`config.mk`:
```
export PLATFORM = sky130hd
export DESIGN_NAME = bmc_top
export DESIGN_NICKNAME = d
export VERILOG_FILES = /design/src/rtl/bmc_top.v
export VERILOG_INCLUDE_DIRS = /design/src /design/src/rtl
export SDC_FILE = /design/constraint.sdc
export NUM_CORES = 1
export LEC_CHECK = 0
export BUFFER_PORTS_ARGS = -buffer_cell sky130_fd_sc_hd__buf_2
export CAP_MARGIN = 15
export CORE_MARGIN = 3
export CORE_UTILIZATION = 30
export CTS_CLUSTER_DIAMETER = 50
export DETAILED_ROUTE_END_ITERATION = 8
export GPL_TIMING_DRIVEN = 0
export HOLD_SLACK_MARGIN = 0.05
export PLACE_DENSITY_LB_ADDON = 0.3
export SLEW_MARGIN = 10
export SYNTH_ARGS = -nofsm -noshare
export SYNTH_HDL_FRONTEND = slang
export SYNTH_SLANG_ARGS = --single-unit
```
`constraint.sdc`:
```
create_clock -name core_clk -period 3.53 [get_ports core_clk]
set_input_delay 0.1765 -clock core_clk [delete_from_list [all_inputs] [get_ports core_clk]]
set_output_delay 0.1765 -clock core_clk [all_outputs]
set_load 0.03 [all_outputs]
```
`src/rtl/bmc_regs.vh`:
```
// Register offsets, field positions, reset values and timing counts of the brown-out monitor control
`ifndef BMC_REGS_VH
`define BMC_REGS_VH
// Register indices; byte address is four times the index
`define BMC_IDX_MODE 4'h0
`define BMC_IDX_LEVEL 4'h1
`define BMC_IDX_MARGIN 4'h8
`define BMC_IDX_WARNING_INTERRUPT_CONTROL 4'h9
`define BMC_IDX_FLAGS 4'hA
`define BMC_IDX_STATUS 4'hB
`define BMC_IDX_UNLOCK 4'hC
// Field positions
`define BMC_SLEEP_LSB 0
`define BMC_AWAKE_LSB 2
`define BMC_RATE_BIT 4
`define BMC_TRIG_LSB 1
`define BMC_IE_BIT 0
// Mode encodings
`define BMC_MODE_OFF 2'h0
`define BMC_MODE_CONT 2'h1
`define BMC_MODE_SAMP 2'h2
`define BMC_MODE_HALT 2'h3
// Trigger encodings
`define BMC_TRIG_BELOW 2'h0
`define BMC_TRIG_ABOVE 2'h1
`define BMC_TRIG_CROSS 2'h2
// Reset values
`define BMC_MARGIN_RST 2'h0
`define BMC_WARNING_INTERRUPT_CONTROL_RST 3'h0
// Unlock key and window
`define BMC_UNLOCK_KEY 8'hD8
`define BMC_UNLOCK_WIN 3'h4
// Timing: core rate and sample periods
`define BMC_CLK_HZ 250000000
`define BMC_RATE_FAST_HZ 1000
`define BMC_RATE_SLOW_HZ 125
`define BMC_PULSE_NS 40
`define BMC_CLK_NS 4
`define BMC_PULSE_CYC ((`BMC_PULSE_NS + `BMC_CLK_NS - 1) / `BMC_CLK_NS)
`endif

```
`src/rtl/bmc_top.v`:
```
// Brown-out monitor control: mode selection, warning monitor, flags and bus slave
`timescale 1ns/10ps
`include "bmc_regs.vh"

// Functional notes
// - Awake mode: 0 off, 1 continuous, 2 sampled, 3 continuous with wake hold
// - Sleep mode applies in deep sleep: 0 off, 1 continuous, 2 sampled, 3 reserved
// - Level and awake mode from fuses, read-only; sleep mode from fuses, writable
// - Sleep mode write without valid unlock is ignored
// - Deep sleep uses sleep mode; wake returns to awake mode
// - Sampled mode activates detector briefly once per sample period
// - Rate bit 0 selects 1 kHz sampling, 1 selects 125 Hz
// - Three-bit threshold code goes to the analog comparator
// - Warning margin codes 0,1,2 give 5, 15, 25 percent above threshold
// - Trigger codes: 0 falling below, 1 rising above, 2 either crossing
// - Warning monitor off whenever detector disabled; enable bit activates it
// - In sampled mode the warning monitor is evaluated only at samples
// - Warning flag set on configured crossing, never set while detector off (bus clear still works)
// - Interrupt request stays high while flag and enable both set
// - Warning interrupt is withheld while the core halts in debug
// - Supply below threshold while detector active raises system reset
// - Status bit follows comparator only while detector enabled
// - Status reads 1 below warning level, 0 above
module bmc_top
(
  input wire core_clk,
  input wire nrst,
  input wire [3:0] avs_address,
  input wire avs_read,
  input wire avs_write,
  input wire [31:0] avs_writedata,
  input wire [3:0] avs_byteenable,
  output reg [31:0] avs_readdata,
  output wire avs_waitrequest,
  input wire [1:0] fuse_awake_mode,
  input wire [1:0] fuse_sleep_mode,
  input wire fuse_rate_select,
  input wire [2:0] fuse_level_code,
  input wire fuse_load,
  input wire deep_sleep,
  input wire debug_halt,
  input wire undervoltage_cmp,
  input wire warning_cmp,
  input wire detector_ready,
  output reg detector_enable,
  output reg [2:0] threshold_level_code,
  output reg [1:0] warning_margin_level,
  output reg warning_enable,
  output reg system_reset_req,
  output reg warning_irq,
  output reg core_hold
);

  localparam [31:0] FAST_CYC = `BMC_CLK_HZ / `BMC_RATE_FAST_HZ;
  localparam [31:0] SLOW_CYC = `BMC_CLK_HZ / `BMC_RATE_SLOW_HZ;
  localparam [31:0] PULSE_CYC = `BMC_PULSE_CYC;

  reg [1:0] awake_mode_q;
  reg [1:0] sleep_mode_q;
  reg rate_q;
  reg [2:0] level_q;
  reg [1:0] margin_q;
  reg [1:0] trig_q;
  reg ie_q;
  reg flag_q;
  reg status_q;
  reg [2:0] unlock_q;
  reg [31:0] samp_cnt_q;
  reg [2:0] uv_sync_q;
  reg [2:0] wc_sync_q;
  reg [2:0] rdy_sync_q;
  reg uv_q;
  reg wc_q;
  reg rdy_q;
  reg wc_prev_q;
  reg wc_prev_ok_q;
  reg sleep_prev_q;
  reg hold_q;
  reg bus_ack_q;

  wire [1:0] eff_mode;
  wire det_on;
  wire sampled;
  wire [31:0] period_cyc;
  wire samp_tick;
  wire pulse_on;
  wire eval_now;
  wire crossing;
  wire wr_acc;
  wire rd_acc;
  reg [7:0] rd_byte;

  // ==========================================================
  // Bus slave: one wait cycle for every access
  // ==========================================================
  assign avs_waitrequest = (avs_read | avs_write) & ~bus_ack_q;
  assign wr_acc = avs_write & bus_ack_q & avs_byteenable[0];
  assign rd_acc = avs_read & bus_ack_q;

  // Acknowledge toggles so each access takes exactly two edges
  always @(posedge core_clk)
  begin
    if (!nrst)
      bus_ack_q <= 1'b0;
    else if (bus_ack_q)
      bus_ack_q <= 1'b0;
    else
      bus_ack_q <= avs_read | avs_write;
  end

  // ==========================================================
  // Pin synchronisers: three stages, change accepted when last two agree
  // ==========================================================
  always @(posedge core_clk)
  begin
    if (!nrst)
    begin
      uv_sync_q <= 3'h0;
      wc_sync_q <= 3'h0;
      rdy_sync_q <= 3'h0;
      uv_q <= 1'b0;
      wc_q <= 1'b0;
      rdy_q <= 1'b0;
    end
    else
    begin
      uv_sync_q <= {uv_sync_q[1:0], undervoltage_cmp};
      wc_sync_q <= {wc_sync_q[1:0], warning_cmp};
      rdy_sync_q <= {rdy_sync_q[1:0], detector_ready};
      if (uv_sync_q[1] == uv_sync_q[2])
        uv_q <= uv_sync_q[2];
      if (wc_sync_q[1] == wc_sync_q[2])
        wc_q <= wc_sync_q[2];
      if (rdy_sync_q[1] == rdy_sync_q[2])
        rdy_q <= rdy_sync_q[2];
    end
  end

  // ==========================================================
  // Mode selection and sampling
  // ==========================================================
  // Deep sleep uses the sleep field, otherwise the awake field
  assign eff_mode = deep_sleep ? sleep_mode_q : awake_mode_q;
  assign det_on = (eff_mode != `BMC_MODE_OFF) && !(deep_sleep && eff_mode == `BMC_MODE_HALT);
  assign sampled = (eff_mode == `BMC_MODE_SAMP);
  assign period_cyc = rate_q ? SLOW_CYC : FAST_CYC;
  assign samp_tick = sampled && (samp_cnt_q == period_cyc - 32'h1);
  assign pulse_on = sampled && (samp_cnt_q < PULSE_CYC);
  // Warning evaluated at the end of each sample pulse when sampled
  assign eval_now = det_on && (!sampled || samp_cnt_q == PULSE_CYC - 32'h1);

  // Sample period counter
  always @(posedge core_clk)
  begin
    if (!nrst || !sampled || samp_tick)
      samp_cnt_q <= 32'h0;
    else
      samp_cnt_q <= samp_cnt_q + 32'h1;
  end

  // Drive the analog side
  always @(posedge core_clk)
  begin
    if (!nrst)
    begin
      detector_enable <= 1'b0;
      threshold_level_code <= 3'h0;
      warning_margin_level <= `BMC_MARGIN_RST;
      warning_enable <= 1'b0;
    end
    else
    begin
      detector_enable <= det_on && (!sampled || pulse_on);
      threshold_level_code <= level_q;
      warning_margin_level <= margin_q;
      warning_enable <= det_on && ie_q && (!sampled || pulse_on);
    end
  end

  // ==========================================================
  // Fuse-loaded fields and unlock window
  // ==========================================================
  always @(posedge core_clk)
  begin
    if (!nrst)
    begin
      awake_mode_q <= `BMC_MODE_OFF;
      sleep_mode_q <= `BMC_MODE_OFF;
      rate_q <= 1'b0;
      level_q <= 3'h0;
      unlock_q <= 3'h0;
    end
    else if (fuse_load)
    begin
      awake_mode_q <= fuse_awake_mode;
      sleep_mode_q <= fuse_sleep_mode;
      rate_q <= fuse_rate_select;
      level_q <= fuse_level_code;
      unlock_q <= 3'h0;
    end
    else
    begin
      // Key opens a window counted down once every core clock cycle, not per bus access
      if (wr_acc && avs_address == `BMC_IDX_UNLOCK && avs_writedata[7:0] == `BMC_UNLOCK_KEY)
        unlock_q <= `BMC_UNLOCK_WIN;
      else if (unlock_q != 3'h0)
        unlock_q <= unlock_q - 3'h1;
      if (wr_acc && avs_address == `BMC_IDX_MODE && unlock_q != 3'h0)
        sleep_mode_q <= avs_writedata[`BMC_SLEEP_LSB +: 2];
    end
  end

  // ==========================================================
  // Warning control registers
  // ==========================================================
  always @(posedge core_clk)
  begin
    if (!nrst)
    begin
      margin_q <= `BMC_MARGIN_RST;
      trig_q <= 2'h0;
      ie_q <= 1'b0;
    end
    else if (wr_acc)
    begin
      if (avs_address == `BMC_IDX_MARGIN)
        margin_q <= avs_writedata[1:0];
      else if (avs_address == `BMC_IDX_WARNING_INTERRUPT_CONTROL)
      begin
        trig_q <= avs_writedata[`BMC_TRIG_LSB +: 2];
        ie_q <= avs_writedata[`BMC_IE_BIT];
      end
    end
  end

  // ==========================================================
  // Warning monitor: status, crossing detection, flag
  // ==========================================================
  assign crossing = eval_now && ie_q && wc_prev_ok_q && (
    (trig_q == `BMC_TRIG_BELOW && wc_q && !wc_prev_q) ||
    (trig_q == `BMC_TRIG_ABOVE && !wc_q && wc_prev_q) ||
    (trig_q == `BMC_TRIG_CROSS && wc_q != wc_prev_q));

  // Status and previous sample, held while detector is off
  always @(posedge core_clk)
  begin
    if (!nrst)
    begin
      status_q <= 1'b0;
      wc_prev_q <= 1'b0;
      wc_prev_ok_q <= 1'b0;
    end
    else if (!det_on)
      wc_prev_ok_q <= 1'b0;
    else if (eval_now)
    begin
      status_q <= wc_q;
      wc_prev_q <= wc_q;
      wc_prev_ok_q <= 1'b1;
    end
  end

  // Flag: set wins over clear, never set while detector off; bus clear still works
  always @(posedge core_clk)
  begin
    if (!nrst)
      flag_q <= 1'b0;
    else if (crossing && det_on)
      flag_q <= 1'b1;
    else if (wr_acc && avs_address == `BMC_IDX_FLAGS && avs_writedata[0])
      flag_q <= 1'b0;
  end

  // Interrupt request, withheld during debug halt
  always @(posedge core_clk)
  begin
    if (!nrst)
      warning_irq <= 1'b0;
    else
      warning_irq <= flag_q && ie_q && !debug_halt;
  end

  // ==========================================================
  // System reset request and wake hold
  // ==========================================================
  always @(posedge core_clk)
  begin
    if (!nrst)
      system_reset_req <= 1'b0;
    else
      system_reset_req <= det_on && (!sampled || eval_now) && uv_q;
  end

  // Hold the core from wake in awake mode 3 until the detector reports running
  always @(posedge core_clk)
  begin
    if (!nrst)
    begin
      sleep_prev_q <= 1'b0;
      hold_q <= 1'b0;
      core_hold <= 1'b0;
    end
    else
    begin
      sleep_prev_q <= deep_sleep;
      if (sleep_prev_q && !deep_sleep && awake_mode_q == `BMC_MODE_HALT)
        hold_q <= 1'b1;
      else if (rdy_q || deep_sleep)
        hold_q <= 1'b0;
      core_hold <= hold_q && !rdy_q;
    end
  end

  // ==========================================================
  // Read data
  // ==========================================================
  always @*
  begin
    rd_byte = 8'h00;
    if (avs_address == `BMC_IDX_MODE)
      rd_byte = {3'h0, rate_q, awake_mode_q, sleep_mode_q};
    else if (avs_address == `BMC_IDX_LEVEL)
      rd_byte = {5'h00, level_q};
    else if (avs_address == `BMC_IDX_MARGIN)
      rd_byte = {6'h00, margin_q};
    else if (avs_address == `BMC_IDX_WARNING_INTERRUPT_CONTROL)
      rd_byte = {5'h00, trig_q, ie_q};
    else if (avs_address == `BMC_IDX_FLAGS)
      rd_byte = {7'h00, flag_q};
    else if (avs_address == `BMC_IDX_STATUS)
      rd_byte = {7'h00, status_q};
  end

  // Registered read data, presented when waitrequest drops
  always @(posedge core_clk)
  begin
    if (!nrst)
      avs_readdata <= 32'h0;
    else if (avs_read && !bus_ack_q)
      avs_readdata <= {24'h0, rd_byte};
  end

endmodule

```
Yosys cells after proc, flatten, opt, wreduce, memory -nomap -nowiden

Cells that the tools add are included.

Muxes and demuxes: 16
Reduce and logical (&&, ||, !) cells: 63
$lt $le $gt $ge: 1
Bitwise logic cells: 7
Equality and inequality tests: 18
$add $sub $neg: 3

Operators with widths:

| kind                                                 | number |
|---|---|
| adder 32 x 1 -> 32 bit (second input constant)       | 1 |
| == test 32 bit                                       | 1 |
| == test 32 x 4 -> 1 bit (second input constant)      | 1 |
| < comparator 32 x 4 -> 1 bit (second input constant) | 1 |
| logical AND 1 bit                                    | 31 |
| subtractor 21 x 1 -> 22 bit (second input constant)  | 1 |
| two-way mux 21 bit                                   | 1 |
| == test 4 bit (second input constant)                | 5 |
| two-way mux 3 bit                                    | 5 |
| nonzero test 2 bit                                   | 5 |
| logical NOT 1 bit                                    | 9 |
| == test 2 bit (second input constant)                | 4 |
| == test 8 bit (second input constant)                | 1 |
| logical OR 1 bit                                     | 8 |
| two-way mux 1 bit                                    | 6 |
| two-way mux 2 bit                                    | 3 |
| AND reduction 2 bit                                  | 3 |
| two-way mux 5 bit                                    | 1 |
| == test 4 x 1 -> 1 bit (second input constant)       | 1 |
| logical NOT 4 bit                                    | 1 |
| OR reduction 2 bit                                   | 2 |
| bitwise AND 1 bit                                    | 3 |
| == test 1 bit                                        | 3 |
| NOT 1 bit                                            | 3 |
| other kinds (8)                                      | 8 |

Input port bits: 58
Output and inout bits: 43
Word-level logic and storage cells: 138
Bits in registers: 84

Longest topological paths before layout

Depth in word-level cells: 11
Depth in mapped cells: 8
Depth with buffers taken out: 7

Least setup slack after synthesis

Ideal clock, no wire load.

Kind: register to register
Start: reg samp_cnt_q[16]
End: reg samp_cnt_q[5]
Stages on the path, launching flop included: 7
Arrival: 1.664 ns
Path buffers: 1
Period minus slack after synthesis: 1.778 ns
Setup slack: 1.752 ns
Required time: 3.415 ns
Library setup time: 0.115 ns
Cells stage by stage: dfxtp_1 > nor4_2 > or4b_1 > a211o_1 > nand3_2 > buf_6 > nor2_1

Longest elaborated chain between the ends: 3

RTL lines:

| item                     | RTL line      | source |
|---|---|---|
| start: declaration       | bmc_top.v:68  | `reg [31:0] samp_cnt_q;` |
| start signal: assignment | bmc_top.v:158 | `samp_cnt_q <= samp_cnt_q + 32'h1;` |
| == test 32 bit           | bmc_top.v:147 | `assign samp_tick = sampled && (samp_cnt_q == period_cyc - 32'h1);` |
| logical AND 1 bit        | bmc_top.v:147 |  |
| logical OR 1 bit         | bmc_top.v:155 | `if (!nrst \|\| !sampled \|\| samp_tick)` |

No other way between the ends.
A chain may end at the register's enable or synchronous reset.

Worst setup path in the final report

Start: reg samp_cnt_q[9]
End: reg wc_prev_q

Longest elaborated chain between the ends: 4

RTL lines:

| item                          | RTL line      | source |
|---|---|---|
| == test 32 x 4 -> 1 bit       | bmc_top.v:150 | `assign eval_now = det_on && (!sampled \|\| samp_cnt_q == PULSE_CYC - 32'h1);` |
| logical OR 1 bit              | bmc_top.v:150 |  |
| logical AND 1 bit             | bmc_top.v:150 |  |
| AND reduction 2 bit (no line) | -             |  |
| end signal: assignment        | bmc_top.v:258 | `wc_prev_q <= wc_q;` |
| end: declaration              | bmc_top.v:75  | `reg wc_prev_q;` |

No other way between the ends.

==> results_dict.tcl <==
set metrics [dict create \
    status "finished, final reports clean" \
    ys_ff_latch 81 \
    dp_hpwl_mm 6.02 \
    root_buffer "clkbuf_16" \
    synth.most_common_cell "dfxtp_1" \
    clk_latency_ps 340 \
    relSlewSlack_pct 51.6 \
    hold_buffers 4 \
    cp-start-kind "flop" \
    grt_max_degree 15 \
    syn_to_final_growth_pct 23.1 \
    critPathKind "reg2reg" \
    max_freq_mhz 472 \
    synth_warnings 0 \
    r2r_slack_ps 1410 \
    drc 0 \
    io_buffers 41 \
    synthArstFlopShare_pct 0 \
    slew_viol_final 0 \
    post-place-ws_ps 1370 \
    synth-seq-area-share_pct 43.5 \
    n_antenna_cell 0 \
    rsz0062_at_grt "no" \
    setup_tns_ps 0 \
    placed_cell_area_mm2 0.00424 \
    final_core_util_pct 38.0 \
    synth_edf_count 0 \
    final-seq-area_mm2 0.00162 \
    grt_pass1_vias 2895 \
    via_per_inst 4.41 \
    wirelength_mm 8.06 \
    layout.cells.non_filler 666 \
    place_congestion 0.811 \
    dpl.cell_count 646 \
    p_leak_nw 1.84 \
    path_cells "clkbuf_2, nor4_1, nand4_1, o31ai_1, a21oi_1, a41o_1" \
    avgSynthCellArea_um2 9.07 \
    detail_route.iter0.violations 94 \
    p_total_mw 2.06 \
    post_drt_wl_per_cell_um 12.1 \
    p_int_mw 1.57 \
    nets 556 \
    drtAntennaViolNets 0 \
    yosys.area.top_type_share_pct 43.5 \
    p_switching_mw 0.491 \
    initial_utilization_pct 30.9 \
    multiInputGateArea_mm2 0.00187 \
    cts_htree_levels 3 \
    synthTopCellsByArea "dfxtp_1 (44%), xor2_1 (5.9%), buf_4 (5.4%)" \
    die_area_mm2 0.0138 \
    finalSetupViolCount 0 \
    rows 40 \
    cts_resized 0 \
    hold_class "in2reg" \
    synth_area_mm2 0.00373 \
    cts_buffer_depth 2 \
    swShare_pct 23.9 \
    grt_util_all_layers_pct 11.9 \
    core_area_mm2 0.0121 \
    path_clk_slew_ps 60 \
    fin_area_mm2 0.00459 \
    cts.sinks 81 \
    slowest_stage "o31ai_1" \
    grt-ovfl-total 0 \
    peakVddDrop_mv 0.264 \
    clkPwrFrac_pct 46.2 \
    p_seq_share_pct 45.8 \
    drive_above_1_share_pct 18.9 \
    dr.pass1.iters 4 \
    vias 2939 \
    cp_max_fo 7 \
    crit_required_ps 3760 \
    yosysTopAreaCell "dfxtp_1" \
    synth_cell_types 46 \
    fin_skew_ps 6.66 \
    antenna_found_initial 0 \
    n_fill_cell 1249 \
    synthCells 411 \
    grt_pass1_wl_mm 13.4 \
    numCtsBuffers 9 \
    min_period_ps 2120 \
    finalHoldWorstSlack_ps 87.3 \
    setup_ws_ps 1410 \
    hold_viol_final 0 \
    cp-end-kind "flop" \
    tightestPinTransition_ps 721 \
    finalCritPeriodShare_pct 60.0 \
    p_per_area_mw_per_mm2 449 \
    cap_violations 0 \
    max_stage_delay_ps 620 \
    cp.arrival_ps 2350 \
    io_pins 101 \
    synth_ff_type "dfxtp_1" \
    combPwrFrac_pct 8.1 \
    synth.cells.most_frequent "dfxtp_1 (81), nor2_1 (44), buf_4 (27)" \
    cts_setup_buffers 0 \
    die_h_um 117 \
    cts_tree "yes" \
    fp.dieW_um 117 \
]
[cell type report]
class | instances | area share, %
timing repair buffer | 45 | 5.35
multi-input combinational | 301 | 40.7
sequential | 81 | 35.4
inverter | 10 | 0.819
buffer | 45 | 6.47
tap | 168 | 4.58
clock inverter | 5 | 1.39
clock buffer | 11 | 5.29
[power by group through the flow]
stage	clock [mW]	combinational [mW]	sequential (mW)
2_1_floorplan	0	0.118	0.966
3_3_place_gp	0	0.161	0.962
3_5_place_dp	0	0.162	0.963
4_1_cts	0.982	0.166	0.942
5_1_grt	1.01	0.181	0.944
6_report	0.951	0.166	0.942
[routing by layer]
| metal | track usage [%] | wire, um | vias up |
|---|---|---|---|
| met5 | 0 | 0 | - |
| met4 | 5.35 | 185 | 0 |
| met3 | 3.86 | 493 | 17 |
| met2 | 18.9 | 3710 | 81 |
| met1 | 14.7 | 3680 | 1315 |
| li1 | - | - | 1526 |
[placed cells by master (no fill, tap or decap), types with 2 or more instances in the layout]
| cell | Yosys | layout |
|---|---|---|
| a21boi_0 | 6 | 6 |
| a21oi_1 | 7 | 7 |
| and2_1 | 21 | 21 |
| and3_1 | 9 | 9 |
| and4_1 | 4 | 4 |
| and4b_1 | 2 | 2 |
| buf_2 | 1 | 42 |
| buf_4 | 27 | 27 |
| buf_6 | 3 | 3 |
| clkbuf_1 | 12 | 13 |
| clkbuf_16 | 0 | 9 |
| clkbuf_2 | 2 | 2 |
| clkinv_4 | 0 | 2 |
| conb_1 | 1 | 27 |
| dfxtp_1 | 81 | 81 |
| dlygate4sd3_1 | 0 | 4 |
| ha_1 | 5 | 5 |
| inv_1 | 10 | 10 |
| mux2i_1 | 15 | 15 |
| nand2_1 | 24 | 24 |
| nand2b_1 | 4 | 4 |
| nand3_1 | 17 | 17 |
| nand3b_1 | 2 | 2 |
| nand4_1 | 18 | 18 |
| nor2_1 | 44 | 44 |
| nor2b_1 | 15 | 15 |
| nor3_1 | 8 | 8 |
| nor3b_1 | 5 | 5 |
| nor4_1 | 7 | 7 |
| nor4_2 | 3 | 3 |
| o21a_1 | 2 | 2 |
| o21ai_0 | 7 | 7 |
| o22ai_1 | 2 | 2 |
| o31ai_1 | 2 | 2 |
| xnor2_1 | 7 | 7 |
| xor2_1 | 25 | 25 |
[sequential cells by signal (all words and copies together), names as in the netlist, 3 cells and up]
signal and count:
samp_cnt_q 32, level_q 3, uv_sync_q 3, threshold_level_code 3
unlock_q 3, avs_readdata 5, wc_sync_q 3, rdy_sync_q 3
[logic make-up (layout without fill, tap and decap cells)]
logic type               count (synthesis)  after routing  share of synthesized area (%)
AND/OR/NAND/NOR                        186            186                           27.3
flip-flops                              81             81                           43.5
buffers and inverters                   55            116                           8.97
AO/OA/AOI/OAI                           35             35                           6.31
XOR/XNOR                                32             32                           7.52
multiplexers                            16             16                           4.63
adder cells (fa/ha/maj)                  5              5                           1.68
other                                    1             27                          0.101
[path summary, 6_finish.rpt]
| check | cells after the start | to | from |
|---|---|---|---|
| worst max-delay path | 6 | wc_prev_q | samp_cnt_q[9] |
| worst min-delay path | 2 | hold_q | deep_sleep |
| worst max register to register | 6 | wc_prev_q | samp_cnt_q[9] |
| worst min register to register | 1 | rdy_sync_q[1] | rdy_sync_q[0] |
[critical path, delay by kind of cell (launching register included)]
kind	cells	cell delay (ps)
AOI/OAI and AO/OA	3	980
DFF	1	290
buffers and inverters	1	160
and+or+nand+nor	2	570
Note: power is estimated with default switching activity, not from simulation.
